## src/adc_pm_pkg.sv

```systemverilog
// Package with the constants and types shared by both ends of the power-mode link.
package adc_pm_pkg;

  // Power mode field codes.
  localparam logic [1:0] MODE_CS_CONTROLLED = 2'h0;  // Shutdown follows chip select.
  localparam logic [1:0] MODE_ALWAYS_ON     = 2'h1;  // Never powers down.
  localparam logic [1:0] MODE_AUTO_SHUTDOWN = 2'h2;  // Full shutdown after each conversion.
  localparam logic [1:0] MODE_AUTO_STANDBY  = 2'h3;  // Standby after each conversion.
  localparam logic [1:0] MODE_RESET         = 2'h0;  // Power-on value of the field.

  // Control word layout: eight bits shifted in first, most significant first.
  localparam int CTRL_BITS      = 8;
  localparam int MODE_HIGH_POS  = 1;  // Position of power_mode_high_bit in the control word.
  localparam int MODE_LOW_POS   = 0;  // Position of power_mode_low_bit in the control word.

  // Serial clock edge counts within one transfer.
  localparam logic [4:0] EDGES_PER_FRAME = 5'h10;  // Sixteen serial clocks per transfer.
  localparam logic [4:0] SAMPLE_EDGE     = 5'h02;  // Rising edge that samples the input.
  localparam logic [4:0] RESULT_BITS     = 5'h10;  // Bits shifted out per transfer.

  // Wake-up times in nanoseconds and their cycle counts at 100 MHz.
  localparam int CLK_PERIOD_NS      = 10;
  localparam int WAKE_STANDBY_NS    = 1000;
  localparam int WAKE_SHUTDOWN_NS   = 5000;
  localparam logic [9:0] WAKE_STANDBY_CYCLES  = 10'((WAKE_STANDBY_NS + CLK_PERIOD_NS - 1) / CLK_PERIOD_NS);
  localparam logic [9:0] WAKE_SHUTDOWN_CYCLES = 10'((WAKE_SHUTDOWN_NS + CLK_PERIOD_NS - 1) / CLK_PERIOD_NS);

  // Host side: half period of the generated serial clock in system cycles, less one.
  localparam logic [7:0] SCLK_HALF_CYCLES = 8'h08;

  // Power states of the converter.
  typedef enum logic [1:0] {
    PWR_SHUTDOWN,
    PWR_STANDBY,
    PWR_WAKING,
    PWR_ON
  } power_state_type;

  // Host transfer states.
  typedef enum logic [1:0] {
    HOST_IDLE,
    HOST_SELECT,
    HOST_SHIFT,
    HOST_DONE
  } host_state_type;

endpackage

```

## src/adc_pm_link.sv

```systemverilog
// Interface carrying the serial link between the host master and the converter.
`timescale 1ns/10ps
interface adc_pm_link;
  logic cs_n;      // Chip select, active low, driven by the host.
  logic sclk;      // Serial clock, driven by the host.
  logic din;       // Serial data into the converter.
  logic dout;      // Serial data out of the converter.
  logic dout_oe_n; // Output enable of dout, low while the converter drives it.

  modport device (input cs_n, input sclk, input din, output dout, output dout_oe_n);
  modport host   (output cs_n, output sclk, output din, input dout, input dout_oe_n);
endinterface

```

## src/adc_pm_device.sv

```systemverilog
// Converter end: power-mode sequencer driven by the serial link.
`timescale 1ns/10ps
// Behaviour
// - Two-bit field selects one of four behaviours
// - Auto modes power down on sixteenth rise
// - Auto modes wake on first falling clock
// - Mode 00: chip select level controls power
// - Mode 00: select high aborts conversion
// - Power-on mode field is 00
// - Wake takes 1 us standby, 5 us shutdown
// - Host waits 5 us before sample edge; the host here allows lead_cycles plus four half periods, under 3 us
// - Second rising edge samples, starts conversion
// - Host may use mode 01 then convert again
// - Mode 01 stays powered always
// - First eight clocks load control register
// - Host gives sixteen clocks per transfer
// - Mode 01 accepts conversion on next select
// - Mode 10 full shutdown after conversion
// - Mode 10 host waits 5 us; the host here gives 27 cycles from first fall to sample edge
// - Fast clocks: host toggles via mode 01
// - Host may hold data input low
// - Mode 11 standby after conversion
module adc_pm_device
  import adc_pm_pkg::*;
(
  input  wire logic            clk,
  input  wire logic            arst_n,
  adc_pm_link.device           link,
  input  wire logic [11:0]     sample_data,
  output logic      [1:0]      power_mode,
  output power_state_type      power_state,
  output logic                 ready,
  output logic                 converting,
  output logic                 sample_strobe,
  output logic                 abort_strobe
);

  // All state of the converter end.
  typedef struct packed {
    logic [1:0]      cs_sync;      // Chip select synchroniser.
    logic [1:0]      sclk_sync;    // Serial clock synchroniser.
    logic [1:0]      din_sync;     // Data input synchroniser.
    logic            cs_prev;      // Last synchronised chip select.
    logic            sclk_prev;    // Last synchronised serial clock.
    logic [4:0]      rise_count;   // Rising serial clock edges since select fell.
    logic            seen_fall;    // A falling serial edge came in this frame.
    logic [7:0]      ctrl_shift;   // Control word being shifted in.
    logic [1:0]      mode;         // Active power mode field.
    power_state_type pstate;       // Power state.
    logic [9:0]      wake_count;   // Cycles left until powered.
    logic            conv;         // Conversion in progress.
    logic [15:0]     out_shift;    // Result word being shifted out.
    logic            dout;         // Registered serial output.
    logic            sample;       // One-cycle sample pulse.
    logic            abort;        // One-cycle abort pulse.
  } dev_state_type;

  dev_state_type state;       // Registered state.
  dev_state_type next_state;  // Next value of the state.

  // Start waking toward full power; standby wakes faster because the reference stays up.
  function automatic dev_state_type begin_wake(input dev_state_type s);
    dev_state_type r;
    r = s;
    if (s.pstate == PWR_SHUTDOWN || s.pstate == PWR_STANDBY)
    begin
      r.wake_count = (s.pstate == PWR_STANDBY) ? WAKE_STANDBY_CYCLES : WAKE_SHUTDOWN_CYCLES;
      r.pstate     = PWR_WAKING;
    end
    return r;
  endfunction

  // Local edge and level terms, all from synchronised copies only.
  logic cs_low;     // Synchronised chip select is asserted.
  logic cs_fall;    // Chip select just went low.
  logic cs_rise;    // Chip select just went high.
  logic sclk_rise;  // Serial clock rising edge seen.
  logic sclk_fall;  // Serial clock falling edge seen.

  assign cs_low    = ~state.cs_sync[1];
  assign cs_fall   = state.cs_prev & ~state.cs_sync[1];
  assign cs_rise   = ~state.cs_prev & state.cs_sync[1];
  assign sclk_rise = ~state.sclk_prev & state.sclk_sync[1] & cs_low;
  assign sclk_fall = state.sclk_prev & ~state.sclk_sync[1] & cs_low;

  // Next-state logic: link decoding, control loading and power sequencing.
  always_comb
  begin
    next_state           = state;
    next_state.cs_sync   = {state.cs_sync[0], link.cs_n};
    next_state.sclk_sync = {state.sclk_sync[0], link.sclk};
    next_state.din_sync  = {state.din_sync[0], link.din};
    next_state.cs_prev   = state.cs_sync[1];
    next_state.sclk_prev = state.sclk_sync[1];
    next_state.sample    = 1'b0;
    next_state.abort     = 1'b0;

    // Count down a wake-up in progress.
    if (state.pstate == PWR_WAKING)
    begin
      if (state.wake_count <= 10'h001)
      begin
        next_state.pstate = PWR_ON;
      end
      else
      begin
        next_state.wake_count = state.wake_count - 10'h001;
      end
    end

    if (cs_fall)
    begin
      // A new frame starts; chip-select mode starts its wake-up at once.
      next_state.rise_count = 5'h00;
      next_state.seen_fall  = 1'b0;
      next_state.out_shift  = 16'h0000;
      if (state.mode == MODE_CS_CONTROLLED)
      begin
        next_state = begin_wake(next_state);
      end
    end
    else if (cs_rise)
    begin
      // Leaving mid-conversion in mode 00 abandons it.
      if (state.mode == MODE_CS_CONTROLLED)
      begin
        next_state.abort  = state.conv;
        next_state.conv   = 1'b0;
        next_state.pstate = PWR_SHUTDOWN;
      end
    end
    else if (sclk_fall)
    begin
      // First falling edge wakes the auto modes.
      if (!state.seen_fall && state.mode[1])
      begin
        next_state = begin_wake(next_state);
      end
      next_state.seen_fall = 1'b1;
      next_state.out_shift = {state.out_shift[14:0], 1'b0};
    end
    else if (sclk_rise && state.rise_count < EDGES_PER_FRAME)
    begin
      next_state.rise_count = state.rise_count + 5'h01;
      // Control word shifts on the first eight rising edges.
      if (state.rise_count < 5'(CTRL_BITS))
      begin
        next_state.ctrl_shift = {state.ctrl_shift[6:0], state.din_sync[1]};
        if (state.rise_count == 5'(CTRL_BITS - 1))
        begin
          // The last bit only lands in this cycle, so the field is picked from the completed word.
          next_state.mode = {next_state.ctrl_shift[MODE_HIGH_POS], next_state.ctrl_shift[MODE_LOW_POS]};
        end
      end
      // Second rising edge holds the input and starts conversion.
      if (state.rise_count + 5'h01 == SAMPLE_EDGE)
      begin
        next_state.conv      = 1'b1;
        next_state.sample    = 1'b1;
        // Two leading zeros have already gone out, so the word is loaded one bit in.
        next_state.out_shift = {3'h0, sample_data, 1'b0};
      end
      // Sixteenth rising edge ends the conversion and powers down auto modes.
      if (state.rise_count + 5'h01 == EDGES_PER_FRAME)
      begin
        next_state.conv = 1'b0;
        if (next_state.mode == MODE_AUTO_SHUTDOWN)
        begin
          next_state.pstate = PWR_SHUTDOWN;
        end
        else if (next_state.mode == MODE_AUTO_STANDBY)
        begin
          next_state.pstate = PWR_STANDBY;
        end
      end
    end

    // Always-on mode forces full power regardless of chip select.
    if (next_state.mode == MODE_ALWAYS_ON)
    begin
      next_state.pstate = PWR_ON;
    end
    next_state.dout = next_state.out_shift[15];
  end

  // State register; power-on leaves the field in chip-select mode.
  always_ff @(posedge clk or negedge arst_n)
  begin
    if (!arst_n)
    begin
      state        <= '0;
      state.cs_sync <= 2'h3;
      state.cs_prev <= 1'b1;
      state.sclk_sync <= 2'h3;  // Serial clock idles high; matching it avoids a false edge after reset.
      state.sclk_prev <= 1'b1;
      state.mode   <= MODE_RESET;
      state.pstate <= PWR_SHUTDOWN;
    end
    else
    begin
      state <= next_state;
    end
  end

  assign link.dout      = state.dout;
  assign link.dout_oe_n = state.cs_sync[1];
  assign power_mode     = state.mode;
  assign power_state    = state.pstate;
  assign ready          = (state.pstate == PWR_ON);
  assign converting     = state.conv;
  assign sample_strobe  = state.sample;
  assign abort_strobe   = state.abort;

endmodule

```

## src/flat_wrapper.sv

```systemverilog
// flat-port wrapper written by rule: the top's interface ports become plain ports
module adc_pm_device_flat import adc_pm_pkg::*;
  (clk, arst_n, sample_data, power_mode, power_state, ready, converting, sample_strobe, abort_strobe, link_cs_n, link_sclk, link_din, link_dout, link_dout_oe_n);
  adc_pm_link link_i ();
  input  wire logic clk;
  input  wire logic arst_n;
  input  wire logic [11:0] sample_data;
  output logic      [1:0] power_mode;
  output power_state_type power_state;
  output logic ready;
  output logic converting;
  output logic sample_strobe;
  output logic abort_strobe;
  input wire logic [$bits(link_i.cs_n)-1:0] link_cs_n;
  input wire logic [$bits(link_i.sclk)-1:0] link_sclk;
  input wire logic [$bits(link_i.din)-1:0] link_din;
  output wire logic [$bits(link_i.dout)-1:0] link_dout;
  output wire logic [$bits(link_i.dout_oe_n)-1:0] link_dout_oe_n;
  assign link_i.cs_n = link_cs_n;
  assign link_i.sclk = link_sclk;
  assign link_i.din = link_din;
  assign link_dout = link_i.dout;
  assign link_dout_oe_n = link_i.dout_oe_n;
  adc_pm_device u_core (.clk(clk), .arst_n(arst_n), .link(link_i), .sample_data(sample_data), .power_mode(power_mode), .power_state(power_state), .ready(ready), .converting(converting), .sample_strobe(sample_strobe), .abort_strobe(abort_strobe));
endmodule
```

## config.mk

```make
export PLATFORM = sky130hd
export DESIGN_NAME = adc_pm_device_flat
export DESIGN_NICKNAME = d
export VERILOG_FILES = /design/src/adc_pm_pkg.sv /design/src/adc_pm_link.sv /design/src/adc_pm_device.sv /design/src/flat_wrapper.sv
export SDC_FILE = /design/constraint.sdc
export NUM_CORES = 1
export LEC_CHECK = 0
export BUFFER_PORTS_ARGS = -buffer_cell sky130_fd_sc_hd__buf_2
export CORE_MARGIN = 5
export CORE_UTILIZATION = 50
export CTS_CLUSTER_DIAMETER = 100
export DETAILED_ROUTE_END_ITERATION = 10
export HOLD_SLACK_MARGIN = 0.03
export MAX_ROUTING_LAYER = met4
export PLACE_DENSITY = 0.83
export SLEW_MARGIN = 20
export SYNTH_ARGS = -nofsm -noshare
export SYNTH_HDL_FRONTEND = slang
export SYNTH_SLANG_ARGS = --single-unit
```

## constraint.sdc

```tcl
create_clock -name clk -period 1.9 [get_ports clk]
set_input_delay 0 -clock clk [delete_from_list [all_inputs] [get_ports clk]]
set_output_delay 0 -clock clk [all_outputs]
set_load 0.1 [all_outputs]
```

### Yosys cells after proc, flatten, opt, wreduce, memory -nomap -nowiden

Index checks and enable logic that the tools add are counted.

| storage, ports and cells | value |
|---|---|
| register bits after elaboration | 54 |
| input bits | 17 |
| output and inout bits | 10 |
| logic and storage cells | 106 |

| operators by class | value |
|---|---|
| add/sub/neg operators | 2 |
| $lt $le $gt $ge | 3 |
| eq/ne operators | 13 |
| mux-type cells | 42 |
| bitwise logic cells | 13 |
| reductions and logical operators | 17 |

Operator list:

| cell | count |
|---|---|
| $mux 10 | 8 |
| $mux 32 | 2 |
| $mux 17 | 3 |
| $mux 12 | 4 |
| $mux 48 | 1 |
| $mux 18 | 1 |
| $mux 16 | 1 |
| $mux 2 | 8 |
| $mux 1 | 11 |
| $le 10x1->1 const B | 1 |
| $mux 5 | 2 |
| $reduce_and 5->1 | 2 |
| $sub 10x1->10 const B | 1 |
| $mux 9 | 1 |
| $reduce_bool 3->1 | 3 |
| $eq 2x2->1 const B | 4 |
| $not 1->1 | 7 |
| $and 1x1->1 | 6 |
| $ne 2x1->1 const B | 3 |
| $reduce_and 3->1 | 2 |
| $reduce_bool 2->1 | 3 |
| $add 5x1->5 const B | 1 |
| $eq 5x2->1 const B | 1 |
| $eq 5x3->1 const B | 1 |
| 10 further kinds | 13 |

### Logic depth before layout (Yosys ltp)

| depth | value |
|---|---|
| word-level depth | 18 |
| depth in mapped cells | 8 |
| gate-level depth less buffers | 7 |

### Worst setup path before layout

Ideal clock, no wire load.

| path | value |
|---|---|
| kind | register -> register |
| start point | reg u_core.state (netlist bit u_core.link.dout_oe_n) |
| end point | reg u_core.state[34] in the netlist's numbering |
| setup time | 125 ps |
| arrival time | 2170 ps |
| data required time | 1775 ps |
| setup slack | -395 ps |
| stages on the path, launching flop included | 7 |
| path buffers | 1 |
| clock period less this slack | 2295 ps |
| cell sequence | dfstp_2 inv_1 ha_1 or2_2 clkbuf_1 nor3_1 mux2_2 |

| between the ends | value |
|---|---|
| cells in the longest elaborated chain, start to end | 4 |
| elaborated cells between the ends (all ways) | 10 |
| classes of those cells | bitwise (8); reduce/logical (2) |

Ends and longest elaborated chain:

| what | line | source |
|---|---|---|
| start: declaration | adc_pm_device.sv:58 | `dev_state_type state;` |
| start signal: assignment | adc_pm_device.sv:201 | `state <= next_state;` |
| $not 1->1 | adc_pm_device.sv:80, adc_pm_device.sv:81 |  |
| $and 1x1->1, on equally long branches | adc_pm_device.sv:83, adc_pm_device.sv:81, adc_pm_device.sv:84 |  |
| $logic_and 1x1->1 or $not 1->1 (tied branches) | n/a |  |
| $reduce_and 5->1 (no line) * | n/a |  |

Mark *: on every way between the ends. The rest lies on a longest branch, timed or not.
A chain may end at the register's enable or synchronous reset.

### Worst setup path in the final report

| path | value |
|---|---|
| start point | reg u_core.state[53] in the netlist's numbering |
| end point | reg u_core.state[46] in the netlist's numbering |

| between the ends | value |
|---|---|
| cells in the longest elaborated chain, start to end | 5 |
| elaborated cells between the ends (all ways) | 9 |
| classes of those cells | eq/ne (1); bitwise (5); reduce/logical (3) |

Ends and longest elaborated chain:

| what | line |
|---|---|
| $not 1->1 or $and 1x1->1 (tied branches) | adc_pm_device.sv:84, adc_pm_device.sv:83 |
| $and 1x1->1, on equally long branches | adc_pm_device.sv:84, adc_pm_device.sv:83 |
| $and 1x1->1 or $logic_and 1x1->1 (tied branches) | adc_pm_device.sv:84, adc_pm_device.sv:142 |
| $ne 2x1->1 (no line) or $reduce_bool 2->1 (tied branches) | n/a |
| $reduce_and 3->1 (no line) * | n/a |

Marks and branches as above.

==> impl_metrics.yaml <==
worst_setup_path:
  crit_path_end_kind: "flip-flop"
  worstSetupStartpointType: "flip-flop"
  path_cells: "or4b_4, buf_6, or3_4, o31a_1, o21ai_2"
  timing.critical_path.buf_inv: 1
  cp.required_ps: 2130
  critPathTopFamily: "simple AND/OR/NAND/NOR gates"
  crit_type: "flip-flop to flip-flop"
  cp.arrival_ps: 2170
  slowest_stage: "dfstp_2"
  critPathMaxStageDelay_ps: 530
  critPathMaxFanout: 3
yosys:
  yosysUniqueCellTypes: 53
  synth_area_per_cell_um2: 9.79
  synth_nets: 292
  ys_warn_count: 0
  synth_ff_type: "dfrtp_1"
  synth_area_leaders: "dfrtp_1, dfstp_2, nand2_1, a21oi_1, mux2_4"
  synth_top_area_cell: "dfrtp_1"
  synth-seq-area-share: 0.453
  synthCells: 267
  synthArstFlopShare: 1.00
  synth_seq_cells: 47
  synth_edf_count: 0
  syn-cell-area_mm2: 0.00262
  synth_top_area_share: 0.392
clocking:
  numCtsBuffers: 5
  cts_root_buffer: "clkbuf_8"
  cts_sinks: 47
  cts_buffer_depth: 2
  cts_tree: "yes"
  cts_max_level: 2
  path_clk_slew_ps: 80
  clk_latency_ps: 300
route:
  top_layer: "met4"
  drc: 0
  met2_wirelength_mm: 2.84
  ant_nets: 0
  dr.pass1.iters: 5
  met3_length_um: 329
  viasPerCell: 5.54
  drtIter0Drc: 224
  dr_total_vias: 2210
  drt-met1-wl_mm: 2.57
  drt_wl_total_mm: 5.88
  drt-wirelength-per-cell_um: 14.7
power_and_ir_drop:
  p_clk_frac: 0.200
  internal_power_mw: 1.97
  power.leakage_nw: 1.49
  p_sw_frac: 0.379
  combPwrFrac: 0.362
  peakVddDrop_uv: 600
  switchingPower_mw: 1.20
  finalPower_mw: 3.18
  powerDensity_mw_per_mm2: 948
  p_seq_frac: 0.438
layout:
  fin_area_mm2: 0.00335
  final_nets: 353
  final_util: 0.657
  layout-drive-gt1-share: 0.386
  n_antenna_cell: 0
  area_delta_synth_final_pct: 28.3
timing:
  post-route-period-util: 1.02
  report.final.setup_viol: 14
  rsz0062_at_grt: "true"
  fin_ws_ps: -34.0
  final_max_slew_viol_count: 0
  fmaxAchievable_ghz: 0.517
  period_minus_slack_ps: 1930
  holdWs_ps: 83.5
  fin_skew_ps: 14.5
  worst-slew-pin-transition_ps: 577
  slew_headroom: 0.616
  hold_viol_final: 0
placement:
  placed_area_mm2: 0.00302
  port_buffers: 26
  dpl_worst_slack_ps: -91.1
  place_congestion: 0.870
  dp_hpwl_mm: 3.97
outcome:
  status: "finished, violations left"
  violations: "setup timing"
global_routing:
  grt_pass1_wl_mm: 9.44
  grt-ovfl-total: 0
  antenna_found_initial: 0
  grt_max_degree: 48
  grt_use_total: 0.184
  grt_pass1_vias: 2125
die:
  die_area_mm2: 0.00678
  std_cell_rows: 26
  die_h_um: 82.3
  start_util: 0.512
  io_pins: 27
  die_x_um: 82.3
  fp.coreArea_mm2: 0.00511
run:
  cap_violations: 0
min_path:
  min_path_type: "input pin to flip-flop"
[final cells by class]
| cell class | count | area (um^2) |
|---|---|---|
| Clock buffer | 6 | 82.6 |
| Inverter | 11 | 41.3 |
| Tap cell | 70 | 87.6 |
| Fill cell | 404 | 1750 |
| Timing Repair Buffer | 70 | 489 |
| Multi-Input combinational cell | 193 | 1450 |
| Clock inverter | 2 | 16.3 |
| Sequential cell | 47 | 1190 |
[layout by cell type, fill, tap and decap left out, types with 5 or more instances in the layout]
master	Yosys	routed
dfrtp_1	41	41
buf_4	4	35
nand2_1	34	34
buf_2	3	26
a21oi_1	22	20
nor2_1	20	16
mux2_4	7	12
o21ai_0	12	11
inv_1	11	10
nand3_1	9	7
clkbuf_8	0	6
nor3_1	5	5
buf_6	2	5
dfstp_2	6	5
[Yosys cell counts (4+ instances only)]
| library cell | instances |
|---|---|
| nand3_1 | 9 |
| nor3_1 | 5 |
| nand2_1 | 34 |
| mux2i_1 | 5 |
| a21oi_1 | 22 |
| mux2_4 | 7 |
| mux2_2 | 9 |
| ha_1 | 8 |
| dfstp_2 | 6 |
| nor2_1 | 20 |
| buf_4 | 4 |
| o21ai_0 | 12 |
| clkbuf_1 | 6 |
| dfrtp_1 | 41 |
| and2_1 | 4 |
| inv_1 | 11 |
[final timing paths]
| path | start | slack (ps) | to | depth (start not counted) |
|---|---|---|---|---|
| hold / removal | sample_data[0] | 80 | u_core.state[4]$_DFFE_PN0P_ | 3 |
| hold reg to reg | u_core.state[50]$_DFF_PN0_ | 350 | u_core.state[51]$_DFF_PN0_ | 0 |
| setup / recovery | u_core.state[53]$_DFF_PN1_ | -30 | u_core.state[46]$_DFFE_PN0P_ | 5 |
| setup reg to reg | u_core.state[53]$_DFF_PN1_ | -30 | u_core.state[46]$_DFFE_PN0P_ | 5 |
| min in group asynchronous | arst_n | 310 | u_core.power_state[0]$_DFF_PN0_ | 3 |
| max in group asynchronous | arst_n | 1180 | u_core.state[9]$_DFFE_PN0P_ | 3 |
[metrics by stage]
step	cells	setup TNS, ps
6_report	399	-308
5_1_grt	399	-1030
4_1_cts	397	-156
3_5_place_dp	383	-980
3_3_place_gp	383	-669
2_1_floorplan	267	-3010
[state kept, by name, summed over array words and instances, names as in the netlist]
name,flops
u_core.converting,1
u_core.power_mode,2
u_core.state,39
u_core.power_state,2
u_core.abort_strobe,1
u_core.sample_strobe,1
u_core.link.dout_oe_n,1
[tightest hold or removal path, stage by stage]
cell	delay, ps
buf_2	80
and3_1	130
mux2_4	130
[power groups by stage]
stage,Combinational [mW],Sequential (mW),Clock [mW]
2_1_floorplan,0.740,1.42,0
3_3_place_gp,1.02,1.38,0
3_5_place_dp,1.05,1.40,0
4_1_cts,1.08,1.38,0.644
5_1_grt,1.25,1.42,0.692
6_report,1.15,1.39,0.634
[routing by layer]
metal	global-route usage	up-vias
met5	-	-
met4	0.0731	0
met3	0.0380	16
met2	0.302	73
met1	0.221	1067
li1	-	1054
[what timing repair did]
action / 4_1_cts / 5_1_grt
endpoints found under the setup margin: 17 / 27
buffers inserted: 2 / 2
hold buffers: 4 / 0
hold endpoints to repair: 44 / 0
resized for setup: 11 / 25
gates cloned: 0 / 0
pin swaps: 1 / 6
[cells by family after synthesis]
group | share of synthesized area
DFF | 0.453
adders and majority gates | 0.0383
and+or+nand+nor | 0.207
xor gates and xnor gates | 0.0201
buffers and inverters | 0.0579
AOI/OAI and AO/OA | 0.126
muxes | 0.0981
(Power assumes the default switching activity.)
